### src/rtl/host_command_defines.vh
// Offsets, field positions, reset values and codes of the host command register
`ifndef HOST_COMMAND_DEFINES_VH
`define HOST_COMMAND_DEFINES_VH

`define CMD_REG_OFFSET     12'h020
`define CMD_RESET_VALUE    32'h0008_0000
`define CMD_RS_BIT         0
`define CMD_CONTROLLER_RESET_BIT_BIT    1
`define CMD_FLS_LSB        2
`define CMD_FLS_MSB        3
`define CMD_PSE_BIT        4
`define CMD_ASE_BIT        5
`define CMD_DOORBELL_BIT   6
`define CMD_LIGHT_BIT      7
`define CMD_ITC_LSB        16
`define CMD_ITC_MSB        23
`define CMD_ITC_RESET      8'h08
`define CMD_RSVD_LO_LSB    8
`define CMD_RSVD_LO_MSB    15
`define CMD_RSVD_HI_LSB    24
`define CMD_RSVD_HI_MSB    31
`define CMD_RSVD_RESET     8'h00
`define CMD_BIT_RESET      1'h0
`define CMD_FLS_RESET      2'h0
`define CMD_UFRAMES_RESET  7'h08
`define CMD_RDATA_RESET    32'h0000_0000
`define ITC_CODE_1         8'h01
`define ITC_CODE_2         8'h02
`define ITC_CODE_4         8'h04
`define ITC_CODE_8         8'h08
`define ITC_CODE_16        8'h10
`define ITC_CODE_32        8'h20
`define ITC_CODE_64        8'h40

`endif

### src/rtl/usb_host_command_register.v
// Command register of the enhanced high-speed host controller
// Summary of operation
// - The 32-bit command register sits at offset 20h of the memory window and all bits are read/write.
// - A write makes the controller act on the newly written field values.
// - Bits 23 to 16 hold the interrupt interval field, reset 08h, bounding the interrupt rate.
// - Interval codes 01h, 02h, 04h, 08h, 10h and 20h give that many microframes between interrupts.
// - The low byte holds light reset, doorbell, async enable, periodic enable, two-bit list size, controller reset and run/stop, all reset to zero.
// - Interval code 40h gives sixty-four microframes between interrupts.
// - Writing one to bit 6 rings the doorbell; after eviction the controller clears bit 6 and pulses the advance flag.
// - With async enable clear the async schedule is skipped, otherwise it is fetched from the async list pointer.
// - Bit 7 reads one while a light reset is in progress and zero once complete.
`timescale 1ns/1ps
`include "host_command_defines.vh"

module usb_host_command_register (
	// Clock and reset
	input  wire        clk,
	input  wire        sys_rst,
	// Register access from the memory window
	input  wire        reg_wr,
	input  wire        reg_rd,
	input  wire [11:0] reg_addr,
	input  wire [31:0] reg_wdata,
	output reg  [31:0] reg_rdata,
	// Completion reports from the schedule logic
	input  wire        light_reset_done,
	input  wire        controller_reset_done,
	input  wire        async_cache_evicted,
	// Decoded command outputs
	output reg         run_stop,
	output reg         controller_reset_bit,
	output reg  [1:0]  frame_list_size,
	output reg         periodic_schedule_enable,
	output reg         async_schedule_enable,
	output reg         async_advance_doorbell,
	output reg         light_controller_reset,
	output reg  [7:0]  interrupt_interval_field,
	output reg  [6:0]  interrupt_interval_uframes,
	output reg         async_advance_flag_set,
	output reg         command_written
);

	////////////////////////////////////////////////////////////////////////////
	// Stored fields of the command word
	reg  [7:0]  reserved_high;
	reg  [7:0]  interval_code;
	reg  [7:0]  reserved_low;
	reg         light_busy;
	reg         doorbell_pending;
	reg         async_enable;
	reg         periodic_enable;
	reg  [1:0]  list_size;
	reg         reset_busy;
	reg         run_bit;
	// Next values of the hardware-cleared bits and the advance flag, and the decoded interval count
	reg         next_light_busy;
	reg         next_reset_busy;
	reg         next_doorbell_pending;
	reg         next_flag_set;
	reg  [6:0]  next_uframes;
	// Decoded access
	wire        hit;
	wire        wr_hit;
	wire        rd_hit;
	wire [31:0] host_command_reg;

	////////////////////////////////////////////////////////////////////////////
	// One word lives in the window; writes to every other offset are ignored
	assign hit    = (reg_addr == `CMD_REG_OFFSET);
	assign wr_hit = reg_wr && hit;
	assign rd_hit = reg_rd && hit;

	// Stored word in register bit order
	assign host_command_reg = {reserved_high, interval_code, reserved_low, light_busy,
		doorbell_pending, async_enable, periodic_enable, list_size, reset_busy, run_bit};

	////////////////////////////////////////////////////////////////////////////
	// Undefined codes map to zero so no interval is implied
	always @* begin
		case (reg_wdata[`CMD_ITC_MSB:`CMD_ITC_LSB])
			`ITC_CODE_1:  next_uframes = 7'h01;
			`ITC_CODE_2:  next_uframes = 7'h02;
			`ITC_CODE_4:  next_uframes = 7'h04;
			`ITC_CODE_8:  next_uframes = 7'h08;
			`ITC_CODE_16: next_uframes = 7'h10;
			`ITC_CODE_32: next_uframes = 7'h20;
			`ITC_CODE_64: next_uframes = 7'h40;
			default:      next_uframes = 7'h00;
		endcase
	end

	////////////////////////////////////////////////////////////////////////////
	// Hardware completions of the busy bits and the doorbell
	always @* begin
		next_light_busy       = light_busy;
		next_reset_busy       = reset_busy;
		next_doorbell_pending = doorbell_pending;
		next_flag_set         = 1'h0;
		if (light_reset_done) begin
			next_light_busy = 1'h0;
		end
		if (controller_reset_done) begin
			next_reset_busy = 1'h0;
		end
		if (async_cache_evicted && doorbell_pending) begin
			next_doorbell_pending = 1'h0;
			next_flag_set         = 1'h1;
		end
	end

	////////////////////////////////////////////////////////////////////////////
	// Reserved bytes are stored so that their bits read back as written
	always @(posedge clk) begin
		if (sys_rst) begin
			reserved_high <= `CMD_RSVD_RESET;
			reserved_low  <= `CMD_RSVD_RESET;
		end else if (wr_hit) begin
			reserved_high <= reg_wdata[`CMD_RSVD_HI_MSB:`CMD_RSVD_HI_LSB];
			reserved_low  <= reg_wdata[`CMD_RSVD_LO_MSB:`CMD_RSVD_LO_LSB];
		end
	end

	// Invalid codes are stored too; only the decoded count flags them
	always @(posedge clk) begin
		if (sys_rst) begin
			interval_code <= `CMD_ITC_RESET;
		end else if (wr_hit) begin
			interval_code <= reg_wdata[`CMD_ITC_MSB:`CMD_ITC_LSB];
		end
	end

	// Plain control bits: only software changes them
	always @(posedge clk) begin
		if (sys_rst) begin
			run_bit         <= `CMD_BIT_RESET;
			list_size       <= `CMD_FLS_RESET;
			periodic_enable <= `CMD_BIT_RESET;
			async_enable    <= `CMD_BIT_RESET;
		end else if (wr_hit) begin
			run_bit         <= reg_wdata[`CMD_RS_BIT];
			list_size       <= reg_wdata[`CMD_FLS_MSB:`CMD_FLS_LSB];
			periodic_enable <= reg_wdata[`CMD_PSE_BIT];
			async_enable    <= reg_wdata[`CMD_ASE_BIT];
		end
	end

	// A write sets or clears the busy bits itself; otherwise completions clear them
	// Software setting a bit in the same cycle as a completion keeps it set
	always @(posedge clk) begin
		if (sys_rst) begin
			light_busy       <= `CMD_BIT_RESET;
			doorbell_pending <= `CMD_BIT_RESET;
			reset_busy       <= `CMD_BIT_RESET;
		end else if (wr_hit) begin
			light_busy       <= reg_wdata[`CMD_LIGHT_BIT];
			doorbell_pending <= reg_wdata[`CMD_DOORBELL_BIT];
			reset_busy       <= reg_wdata[`CMD_CONTROLLER_RESET_BIT_BIT];
		end else begin
			light_busy       <= next_light_busy;
			doorbell_pending <= next_doorbell_pending;
			reset_busy       <= next_reset_busy;
		end
	end

	////////////////////////////////////////////////////////////////////////////
	// One-cycle write and flag pulses, plus the decoded interval held until the next write
	always @(posedge clk) begin
		if (sys_rst) begin
			interrupt_interval_uframes <= `CMD_UFRAMES_RESET;
			async_advance_flag_set     <= 1'h0;
			command_written            <= 1'h0;
		end else begin
			command_written        <= wr_hit;
			// Eviction is reported even when software writes in the same cycle
			async_advance_flag_set <= next_flag_set;
			if (wr_hit) begin
				interrupt_interval_uframes <= next_uframes;
			end
		end
	end

	////////////////////////////////////////////////////////////////////////////
	// Field outputs lag the stored word by one cycle
	// Registered so schedule logic never sees a half-written word
	always @(posedge clk) begin
		if (sys_rst) begin
			run_stop                 <= `CMD_BIT_RESET;
			controller_reset_bit     <= `CMD_BIT_RESET;
			frame_list_size          <= `CMD_FLS_RESET;
			periodic_schedule_enable <= `CMD_BIT_RESET;
			async_schedule_enable    <= `CMD_BIT_RESET;
			async_advance_doorbell   <= `CMD_BIT_RESET;
			light_controller_reset   <= `CMD_BIT_RESET;
			interrupt_interval_field <= `CMD_ITC_RESET;
		end else begin
			run_stop                 <= run_bit;
			controller_reset_bit     <= reset_busy;
			frame_list_size          <= list_size;
			periodic_schedule_enable <= periodic_enable;
			// Schedule logic skips the async list while this is low
			async_schedule_enable    <= async_enable;
			async_advance_doorbell   <= doorbell_pending;
			light_controller_reset   <= light_busy;
			interrupt_interval_field <= interval_code;
		end
	end

	////////////////////////////////////////////////////////////////////////////
	// Read data holds until the next read strobe
	// Unmapped reads return zero rather than stale data
	always @(posedge clk) begin
		if (sys_rst) begin
			reg_rdata <= `CMD_RDATA_RESET;
		end else if (rd_hit) begin
			reg_rdata <= host_command_reg;
		end else if (reg_rd) begin
			reg_rdata <= `CMD_RDATA_RESET;
		end
	end

endmodule // usb_host_command_register

### config.mk
export PLATFORM = sky130hd
export DESIGN_NAME = usb_host_command_register
export DESIGN_NICKNAME = d
export VERILOG_FILES = /design/src/rtl/usb_host_command_register.v
export VERILOG_INCLUDE_DIRS = /design/src /design/src/rtl
export SDC_FILE = /design/constraint.sdc
export NUM_CORES = 1
export LEC_CHECK = 0
export BUFFER_PORTS_ARGS = -buffer_cell sky130_fd_sc_hd__buf_4
export CAP_MARGIN = 25
export CORE_UTILIZATION = 39
export DETAILED_ROUTE_END_ITERATION = 12
export GPL_TIMING_DRIVEN = 0
export PLACE_DENSITY = 0.65
export SLEW_MARGIN = 0
export SYNTH_ARGS = -nofsm -noshare
export SYNTH_HDL_FRONTEND = slang
export SYNTH_SLANG_ARGS = --single-unit
### constraint.sdc
create_clock -name clk -period 2.22 [get_ports clk]
set_input_delay 0.222 -clock clk [delete_from_list [all_inputs] [get_ports clk]]
set_output_delay 0.222 -clock clk [all_outputs]
set_load 0.01 [all_outputs]
; ---- After elaboration in Yosys (flattened, before gate mapping)
; Index checks and enable logic that the tools add are counted.
[classes]
mul = 0
shifts = 0
bitwise = 0
reduce_logical = 7
addsub = 0
n_eq_ne = 8
muxes = 10
n_div = 0
order_cmp = 0
[op_table]
columns = operator, n
row1 = 32-bit two-way mux, 2
row2 = 7-bit case mux with 7 select lines, 1
row3 = 12-bit by 6-bit == test with 1-bit output (second input constant), 1
row4 = 8-bit by 1-bit == test with 1-bit output (second input constant), 1
row5 = 8-bit by 2-bit == test with 1-bit output (second input constant), 1
row6 = 8-bit by 3-bit == test with 1-bit output (second input constant), 1
row7 = 8-bit by 4-bit == test with 1-bit output (second input constant), 1
row8 = 8-bit by 5-bit == test with 1-bit output (second input constant), 1
row9 = 8-bit by 6-bit == test with 1-bit output (second input constant), 1
row10 = 8-bit by 7-bit == test with 1-bit output (second input constant), 1
row11 = 2-bit nonzero test, 4
row12 = 1-bit two-way mux, 7
row13 = 1-bit logical AND, 3
[word_totals]
regBits = 89
mem_bits_rw = 0
rom_bits = 0
latch_bits = 0
output_inout_bits = 57
n_memories = 0

; ---- Logic depth before layout (Yosys ltp)
; Gate-level depths: netlist (run 1).
[logic_depth]
depth_word = 3
mapped_depth = 5

; ---- Worst setup path after synthesis (run 1)
; No wires, ideal clock.
[synth_timing]
kind = input-to-reg
startpoint = in reg_addr[4]
endpoint = reg async_enable
setup_slack_ps = 666
cell_stages = 5
arrival_time_ps = 1430
path_cell_list = nor4b_4 and4_1 buf_2 buf_4 mux2_1
[synth_between]
elab_chain_cells = 2
[synth_rtl]
columns = element, line_no
row1 = start: declaration, usb_host_command_register.v:22  ; input wire [11:0] reg_addr,
row2 = 12-bit by 6-bit == test with 1-bit output (no line), --
row3 = 1-bit logical AND, usb_host_command_register.v:70  ; assign wr_hit = reg_wr && hit;
row4 = end signal: assignment, usb_host_command_register.v:138  ; async_enable <= `CMD_BIT_RESET;
row5 = end signal: assignment, usb_host_command_register.v:143  ; async_enable <= reg_wdata[`CMD_ASE_BIT];
row6 = end: declaration, usb_host_command_register.v:50  ; reg async_enable;
; Every way passes these cells.
; A chain may end at the register's enable or synchronous reset.

; ---- Worst setup path in the final report (run 1)
[layout_timing]
startpoint = in reg_addr[4]
endpoint = reg list_size[0]
[layout_between]
elab_chain_cells = 2
[layout_rtl]
columns = element, line_no
row1 = 12-bit by 6-bit == test with 1-bit output (no line), --
row2 = 1-bit logical AND, usb_host_command_register.v:70
row3 = end signal: assignment, usb_host_command_register.v:136  ; list_size <= `CMD_FLS_RESET;
row4 = end signal: assignment, usb_host_command_register.v:141  ; list_size <= reg_wdata[`CMD_FLS_MSB:`CMD_FLS_LSB];
row5 = end: declaration, usb_host_command_register.v:52  ; reg [1:0] list_size;
; Every way passes these cells.

==> results.tsv, run 1 <==
metric	value	unit
most used cell, CP	buf_4	
Sum Neg Setup Slack	0	ns
Iteration-0 DRC Markers	77	
fillers	860	
remaining global-route overflow	0	
placed inst area	4670	um^2
Max clock buf depth	2	
Storage cell area	1780	um^2
Mapped Cells	385	
root buffer cell	clkbuf_8	
# hold bufs at CTS	0	
status	complete, no violations	
fmax	635	MHz
static leakage	1.90	nW
nets	552	
flops & latches, synth	89	
synthesized area	3720	um^2
Multi-input gate area	1780	um^2
I/O Buffers	105	
die area	9950	um^2
CP required	2.46	ns
Hold Vio Cnt, Final	0	
Total GRT Usage	19.0	%
Max VDD drop	375	uV
Syn Nets	436	
starting density of the core	40.3	%
worst skew pair latency	0.35	ns
FP Rows	35	
CP Launch Type	primary input	
fin crit share	70.9	%
# resized after CTS	0	
Fin Clk Skew	0.00395	ns
Yosys warnings	0	
final instance area	4870	um^2
fin. max-slew vios	0	
antenna diode count	0	
fin crit period	1.57	ns
CP Capture Type	flop	
Slew @ Worst Pin	0.613	ns
die height	99.7	um
H-tree Lvls	3	
unrepaired setup endpoints after global routing	false	
Antenna Nets Post-Route	0	
DR WL/cell	14.4	um
Synth cell types	25	
TritonCTS clock tree	done	
maxcap violations	0	
worst-path fanout max	10	
io pins	108	
Worst-path clk slew	0.08	ns
Mean Syn Cell Area	9.67	um^2
slowest CP cell	nor4b_4	
setup repair bufs after CTS	0	
core area	9240	um^2
WP data arrival	1.82	ns
Total Wirelength	9140	um
Final HPWL DP	6810	um
fraction of layout cells with a size suffix above 1	25.9	%
vias in the first global route	2965	
Sink Count	89	
initial antenna violation count	0	
first-pass GRT wire length	14700	um
register area share after synthesis	47.8	%
die width	99.7	um
Hold Path Class	in -> reg	
Max-slew headroom	58.8	%
drc violations	0	
Via Count	3066	
critical setup path kind	in -> reg	
TritonCTS buffer count	9	
Placer Congestion	0.776	
first-pass detailed-route iteration total	4	
Layout area overhead	30.8	%
P per Cell Area	594	nW/um^2
pin count of the biggest net entering global routing	15	
Vias/cell	4.83	
Setup violations, final	0	
CP max stage delay	0.52	ns
crit-path cells	buf_4 -> nor4b_4 -> and4_1 -> buf_2 -> buf_4 -> mux2_1	
## synth_stat cells
cell | number | share of area [%]
dfxtp_1 | 89 | 48
nand2b_1 | 68 | 11
nand4_1 | 34 | 5.7
and2_1 | 33 | 5.5
a21oi_1 | 32 | 4.3
nor2b_1 | 27 | 4.5
clkbuf_1 | 26 | 2.6
mux2i_1 | 22 | 5.9
mux2_1 | 11 | 3.3
inv_1 | 7 | 0.71
nor2_1 | 6 | 0.60
nand4b_1 | 5 | 1.2
o32ai_1 | 5 | 1.2
or3b_2 | 3 | 0.71
and4_1 | 2 | 0.47
buf_1 | 2 | 0.20
buf_4 | 2 | 0.40
nor3_1 | 2 | 0.27
nor4_1 | 2 | 0.34
nor4_4 | 2 | 1.1
a41oi_1 | 1 | 0.24
buf_2 | 1 | 0.13
buf_6 | 1 | 0.30
mux2_2 | 1 | 0.30
nor4b_4 | 1 | 0.64
## cell usage in the layout, fill, tap and decap left out, drive strengths merged
cell,n
mux2,12
and4,2
o32ai,5
bufinv,1
nor2b,27
clkbuf,37
clkinv,2
nand4,34
nor2,6
dfxtp,89
a41oi,1
and2,33
a21oi,32
nand2b,68
nor4b,1
nor4,4
mux2i,22
or3b,3
nor3,2
clkinvlp,2
nand4b,5
inv,7
buf,111
## cell type report
class                   count  share of cell area (%)
flip-flops and latches     89                    36.6
multi-input cells         257                    36.6
repair buffers            105                    16.2
well taps                 129                    3.31
clock buffers              11                    2.90
plain buffers              32                    2.80
clock inverters             5                    1.13
inverters                   7                   0.539
## where the power goes
part           switching (mW)  internal, mW  leakage (nW)
Combinational           0.101        0.0975          1.09
Sequential          0.0000348          1.59         0.717
Clock                   0.550         0.547        0.0953
Total                   0.652          2.24          1.90
## worst max-delay path, delay by kind of cell
kind	cells	cell delay, ns
simple gates	2	0.78
buf+inv	3	0.47
mux	1	0.34
## state kept, by name, summed over array words and instances, names as in the netlist, 2 cells and up
register	flops
reserved_high	8
reserved_low	8
list_size	2
interrupt_interval_field	8
interrupt_interval_uframes	7
frame_list_size	2
interval_code	8
reg_rdata	32
## final timing paths
kind / startpoint / slack (ns) / end / cells past startpoint
max: reg_addr[4] / 0.65 / list_size[0] / 6
min: async_cache_evicted / 0.09 / async_advance_flag_set / 2
max reg2reg: reset_busy / 1.23 / reset_busy / 2
min reg2reg: interval_code[3] / 0.47 / interrupt_interval_field[3] / 2
## logic make-up after synthesis
kind of cell / share of synthesized area, %
muxes: 9.54
AOI/OAI and AO/OA: 5.71
DFF: 47.8
and+or+nand+nor: 32.5
buffers and inverters: 4.37
## metal layers
layer	vias up	wire (um)	share of wire (%)	GRT usage, %
met5	-	0	0	0
met4	0	112	1.2	6.45
met3	10	385	4.2	3.65
met2	74	4300	47	30.9
met1	1433	4330	47	25.1
li1	1549	-	-	-
## through the flow
step	utilization, %	setup slack [ns]	hold slack, ns	std cells	power, mW
finish	52.7	0.646	0.0873	635	2.89
global route	52.7	0.548	0.0881	635	3.00
CTS	52.7	0.641	0.0726	635	2.92
detailed placement	50.6	0.259	0.445	619	1.83
global placement	50.6	0.275	0.447	619	1.83
floorplan	-	0.666	0.344	385	1.72
Power figures use the tool's default switching activity.
==> run 2: changes to the inputs <==
Settings changed: ABC_AREA set to 1, PLACE_DENSITY 0.65 to 0.69.
Clock period 2.22 ns to 1.4 ns, I/O delays scaled along.
==> run 2 against run 1 <==
Highest routed layer unchanged. Sequential power up 59%. Die area fell by 12%. Register-to-register slack worse by 0.68 ns. First-iteration DRC count is 52% higher. Core utilization is 3.4 points higher. Worst hold slack worse by 0.078 ns.
==> results.tsv, run 2 <==
metric	value	unit
unrepaired setup endpoints after global routing	false	
Yosys warnings	0	
utilization after layout	56.1	%
Synth cell types	24	
Multi-input gate area	1190	um^2
nets	609	
r2r setup slk	0.55	ns
worst skew pair latency	0.36	ns
DR WL/cell	12.2	um
Hold Vio Cnt, Final	0	
slowest CP cell	dfxtp_1	
Mean Syn Cell Area	7.65	um^2
worst-path fanout max	2	
async set-or-reset flop fraction in the synthesized netlist	0	%
Int Power	3.96	mW
CP max stage delay	0.38	ns
WP data arrival	0.87	ns
setup repair bufs after CTS	0	
ys flop type	dfxtp_1	
first-pass GRT wire length	12800	um
fillers	787	
met1 wire length	3740	um
Max VDD drop	647	uV
Top delay family on crit path	flip-flops	
Max clock buf depth	2	
Iteration-0 DRC Markers	117	
fmax	994	MHz
antenna diode count	0	
Hold Path Class	in -> reg	
die width	93.8	um
initial antenna violation count	0	
Total GRT Usage	19.0	%
Sequential Power Share	50.5	%
maxcap violations	0	
Worst-path clk slew	0.08	ns
TritonCTS clock tree	done	
Hold WS	0.00891	ns
pin count of the biggest net entering global routing	16	
root buffer cell	clkbuf_8	
commonest non-fill, non-tap cell in the layout	buf_4	
Storage cell area	1780	um^2
I/O Buffers	106	
CP bufs+invs	1	
CP required	1.26	ns
Largest register FFs	32	
met3 routed WL	438	um
die area	8800	um^2
number of synthesized flops with an enable pin	0	
fin crit share	71.9	%
fin. max-slew vios	0	
TritonCTS buffer count	9	
vias in the first global route	2847	
FP Rows	33	
most frequent cells in the layout	buf_4, nand2_1, dfxtp_1, nor2_1, inv_1	
Comb pwr share	5.2	%
area leader, netlist	dfxtp_1	
crit-path cells	buf_4	
fin crit period	1.01	ns
Switching Power	1.05	mW
top post-synthesis cells by area	dfxtp_1, nand2_1, nor2_1, inv_1, a21oi_1	
CP Capture Type	output pin	
status	complete, no violations	
CP Launch Type	flop	
Max-slew headroom	64.0	%
drc violations	0	
Antenna Nets Post-Route	0	
flops & latches, synth	89	
critical setup path kind	reg -> out	
Largest Register	reg_rdata	
Net Sw Frac	20.9	%
die height	93.8	um
Via Count	3067	
Setup violations, final	0	
Clock Power Share	44.3	%
synthesized area	3290	um^2
io pins	108	
met2 WL	3820	um
Sink Count	89	
Top Metal Used	met4	
Sum Neg Setup Slack	0	ns
H-tree Lvls	3	
fraction of layout cells with a size suffix above 1	25.0	%
first-pass detailed-route iteration total	6	
P per Cell Area	1090	nW/um^2
core area	8180	um^2
Final HPWL DP	6060	um
Fin Clk Skew	0.0111	ns
Placer Congestion	0.776	
register area share after synthesis	54.2	%
count leader, synth	nand2_1	
starting density of the core	40.2	%
Layout area overhead	39.5	%
remaining global-route overflow	0	
Vias/cell	4.59	
Total Wirelength	8130	um
static leakage	2.26	nW
Slew @ Worst Pin	0.540	ns
Syn Nets	481	
share of the synthesized area in the top cell type	54.2	%
Mapped Cells	430	
top cells by count, synth	nand2_1, dfxtp_1, nor2_1, inv_1, a21oi_1	
run 2: cell count changes after synthesis, sizes merged, moves of 9 or more:
| cell | before | now |
|---|---|---|
| nor2 | 6 | 79 |
| nand3 | 0 | 21 |
| nand2 | 0 | 95 |
| mux2 | 12 | 0 |
| mux2i | 22 | 0 |
| buf | 6 | 15 |
| inv | 7 | 48 |
| clkbuf | 26 | 9 |
| o21ai | 0 | 17 |
| nand4 | 34 | 22 |
| nor2b | 27 | 0 |
| and2 | 33 | 2 |
| nand2b | 68 | 0 |
run 2: worst paths after layout:
kind,start,endpoint,cells after the start
max,reg_rdata[8],reg_rdata[8],1
min,reg_wdata[31],reserved_high[7],3
max reg2reg,interval_code[3],interval_code[3],3
min reg2reg,run_bit,run_stop,2
run 2: layer usage:
| metal | up-vias | track usage, % |
|---|---|---|
| met4 | 0 | 5.77 |
| met5 | - | 0 |
| met3 | 11 | 5.02 |
| met1 | 1359 | 23.9 |
| met2 | 94 | 31.7 |
| li1 | 1603 | - |
run 2: power groups by stage:
stage | Sequential (mW) | Combinational [mW] | Clock, mW
floorplan | 2.59 | 0.0831 | 0
global placement | 2.59 | 0.233 | 0
detailed placement | 2.59 | 0.236 | 0
CTS | 2.53 | 0.261 | 2.25
global route | 2.53 | 0.283 | 2.36
finish | 2.53 | 0.260 | 2.21
run 2: per-stage QoR:
| step | cells | power, mW | setup WS (ns) | area, um^2 |
|---|---|---|---|---|
| 6_report | 668 | 5.00 | 0.394 | 4590 |
| 5_1_grt | 668 | 5.17 | 0.276 | 4590 |
| 4_1_cts | 668 | 5.04 | 0.381 | 4590 |
| 3_5_place_dp | 641 | 2.82 | 0.0133 | 4220 |
| 3_3_place_gp | 641 | 2.82 | 0.0548 | 4220 |
| 2_1_floorplan | 430 | 2.67 | 0.384 | 3290 |
run 2: cell families (layout without fill, tap and decap cells):
| group | count (synthesis) | count (layout) | share of synthesized area [%] |
|---|---|---|---|
| compound gates | 47 | 47 | 7.15 |
| simple gates | 222 | 222 | 29.2 |
| buf+inv | 72 | 205 | 9.47 |
| flops | 89 | 89 | 54.2 |
run 2: area by class of cell:
class                   instances  area share [%]
well taps                     105            2.86
inverters                      48            3.93
flip-flops and latches         89            38.8
clock buffers                  11            3.30
multi-input cells             269            26.1
clock inverters                 5            2.40
plain buffers                  24            2.86
repair buffers                117            19.7
run 2: repair_timing:
action                    in CTS  in global routing
hold endpoints to repair      11                  0
hold buffers                  11                  0
resized for setup              0                  0
==> run 3: changes to the inputs <==
Settings changed: ABC_AREA 1 to 0, PLACE_DENSITY 0.69 to 0.65.
Clock period 1.4 ns to 1 ns, I/O delays scaled along.
==> run 3 against run 2 <==
The run now ends with negative setup slack left. Worst hold slack got worse by 0.0059 ns. Sequential cell count unchanged. Design area increased by 16%. Non-clock buffer count increased by 14. Wire length increased by 23%. Sequential share of layout area decreased by 5.3 points. Core utilization increased by 1.4 points. Register-to-register slack got worse by 0.53 ns. Sequential power increased by 40%. Critical path depth increased by 5. Die area increased by 13%. Total power increased by 51%. Largest cell class is now multi-input combinational cells. Largest power group unchanged.
==> results.tsv, run 3 (synthesis results as in run 1) <==
metric	value	unit
Max clock buf depth	2	
hold endpoint	light_busy	
Largest Register	reg_rdata	
r2r setup slk	0.02	ns
Sequential Power Share	47.0	%
remaining global-route overflow	0	
Sink Count	89	
die height	99.7	um
fmax	838	MHz
pin count of the biggest net entering global routing	16	
FP Rows	35	
CP Capture Type	flop	
I/O Buffers	105	
utilization after layout	57.5	%
Net Sw Frac	20.8	%
Max VDD drop	829	uV
Clock Power Share	46.4	%
cells on worst reg2reg path	2	
Fin Clk Skew	0.00777	ns
P per Cell Area	1420	nW/um^2
worst slack at placement	-0.798	ns
TritonCTS buffer count	9	
fin. max-slew vios	0	
Placer Congestion	0.844	
vias in the first global route	3139	
WP data arrival	1.44	ns
static leakage	2.13	nW
Setup violations, final	32	
H-tree Lvls	3	
Comb pwr share	6.6	%
Iteration-0 DRC Markers	126	
Sum Neg Setup Slack	-3.55	ns
Switching Power	1.57	mW
CP required	1.25	ns
WHS Path Cells	3	
TritonCTS clock tree	done	
Hold WS	0.00297	ns
antenna diode count	0	
Total Wirelength	9990	um
FF-to-FF Start	reset_busy	
drc violations	0	
core area	9240	um^2
Worst-path clk slew	0.09	ns
Antenna Nets Post-Route	0	
most frequent cells in the layout	buf_4, dfxtp_1, nand2b_1, nand4_1, and2_1	
Via Count	3144	
worst hold start	reg_wdata[7]	
die width	99.7	um
fin crit period	1.19	ns
die area	9950	um^2
fraction of layout cells with a size suffix above 1	34.9	%
commonest non-fill, non-tap cell in the layout	buf_4	
starting density of the core	40.3	%
failing checks	negative setup slack	
first-pass detailed-route iteration total	5	
io pins	108	
CP Launch Type	primary input	
Total GRT Usage	20.7	%
Largest register FFs	32	
root buffer cell	clkbuf_8	
r2r endpoint	reset_busy	
nets	570	
# hold bufs at CTS	1	
unrepaired setup endpoints after global routing	true	
PnR worst setup slack	-0.193	ns
placed inst area	4710	um^2
status	finished with violations	
worst skew pair latency	0.36	ns
Vias/cell	4.81	
Final HPWL DP	6870	um
final instance area	5310	um^2
Layout area overhead	42.6	%
maxcap violations	0	
initial antenna violation count	0	
worst-path fanout max	5	
Int Power	5.96	mW
Slew @ Worst Pin	0.633	ns
first-pass GRT wire length	15700	um
Hold Vio Cnt, Final	0	
Max-slew headroom	57.4	%
DR WL/cell	15.3	um
fillers	831	
Hold Path Class	in -> reg	
critical setup path kind	in -> reg	
fin crit share	119	%
==> run 3: worst max path at each step <==
stage	slack (ns)	from	end	cells after the start
floorplan	-0.39	reg_addr[1]	interval_code[4]	5
global placement	-0.78	reg_addr[6]	interval_code[4]	6
detailed placement	-0.80	reg_addr[6]	interval_code[4]	6
CTS	-0.14	reg_addr[4]	interval_code[4]	6
global route	-0.20	reg_addr[2]	list_size[0]	6
finish	-0.19	reg_addr[9]	list_size[0]	6
==> run 3: what timing repair did <==
item,CTS,global route
hold endpoints to repair,3,1
resized for setup,25,43
gates cloned,0,1
setup endpoints to repair,70,70
buffers inserted,14,3
pin swaps,4,15
==> run 3: power groups by stage <==
| stage | registers, mW | clock network, mW | logic (mW) |
|---|---|---|---|
| final | 3.54 | 3.50 | 0.495 |
| after global routing | 3.54 | 3.71 | 0.535 |
| after CTS | 3.54 | 3.54 | 0.478 |
| after detailed placement | 3.62 | 0 | 0.450 |
| after global placement | 3.62 | 0 | 0.445 |
| after floorplan | 3.62 | 0 | 0.198 |
==> run 3: metal layers <==
metal,part of all wire [%],wire (um),track usage (%)
met1,47,4690,27.0
met2,48,4820,34.1
met3,4.1,414,3.94
met4,0.63,63,7.24
met5,0,0,0
==> run 3: stage by stage <==
| stage | power (mW) | std cells |
|---|---|---|
| after floorplan | 3.82 | 385 |
| after global placement | 4.07 | 619 |
| after detailed placement | 4.07 | 619 |
| after CTS | 7.56 | 650 |
| after global routing | 7.79 | 653 |
| final | 7.53 | 653 |
==> run 3: worst max-delay path, stage by stage <==
cell,delay [ns]
buf_4,0.12
nor4_4,0.36
and4_1,0.26
buf_6,0.15
clkbuf_16,0.16
mux2_4,0.30
==> run 3: cell type report <==
cell class	instances	area, um^2	area share (%)
clock buffer	9	124	2.33
multi-input combinational	257	1840	34.7
tap	129	161	3.04
buffer	32	220	4.15
inverter	7	26.3	0.495
timing repair buffer	123	985	18.5
sequential	89	1780	33.6
clock inverter	7	166	3.13
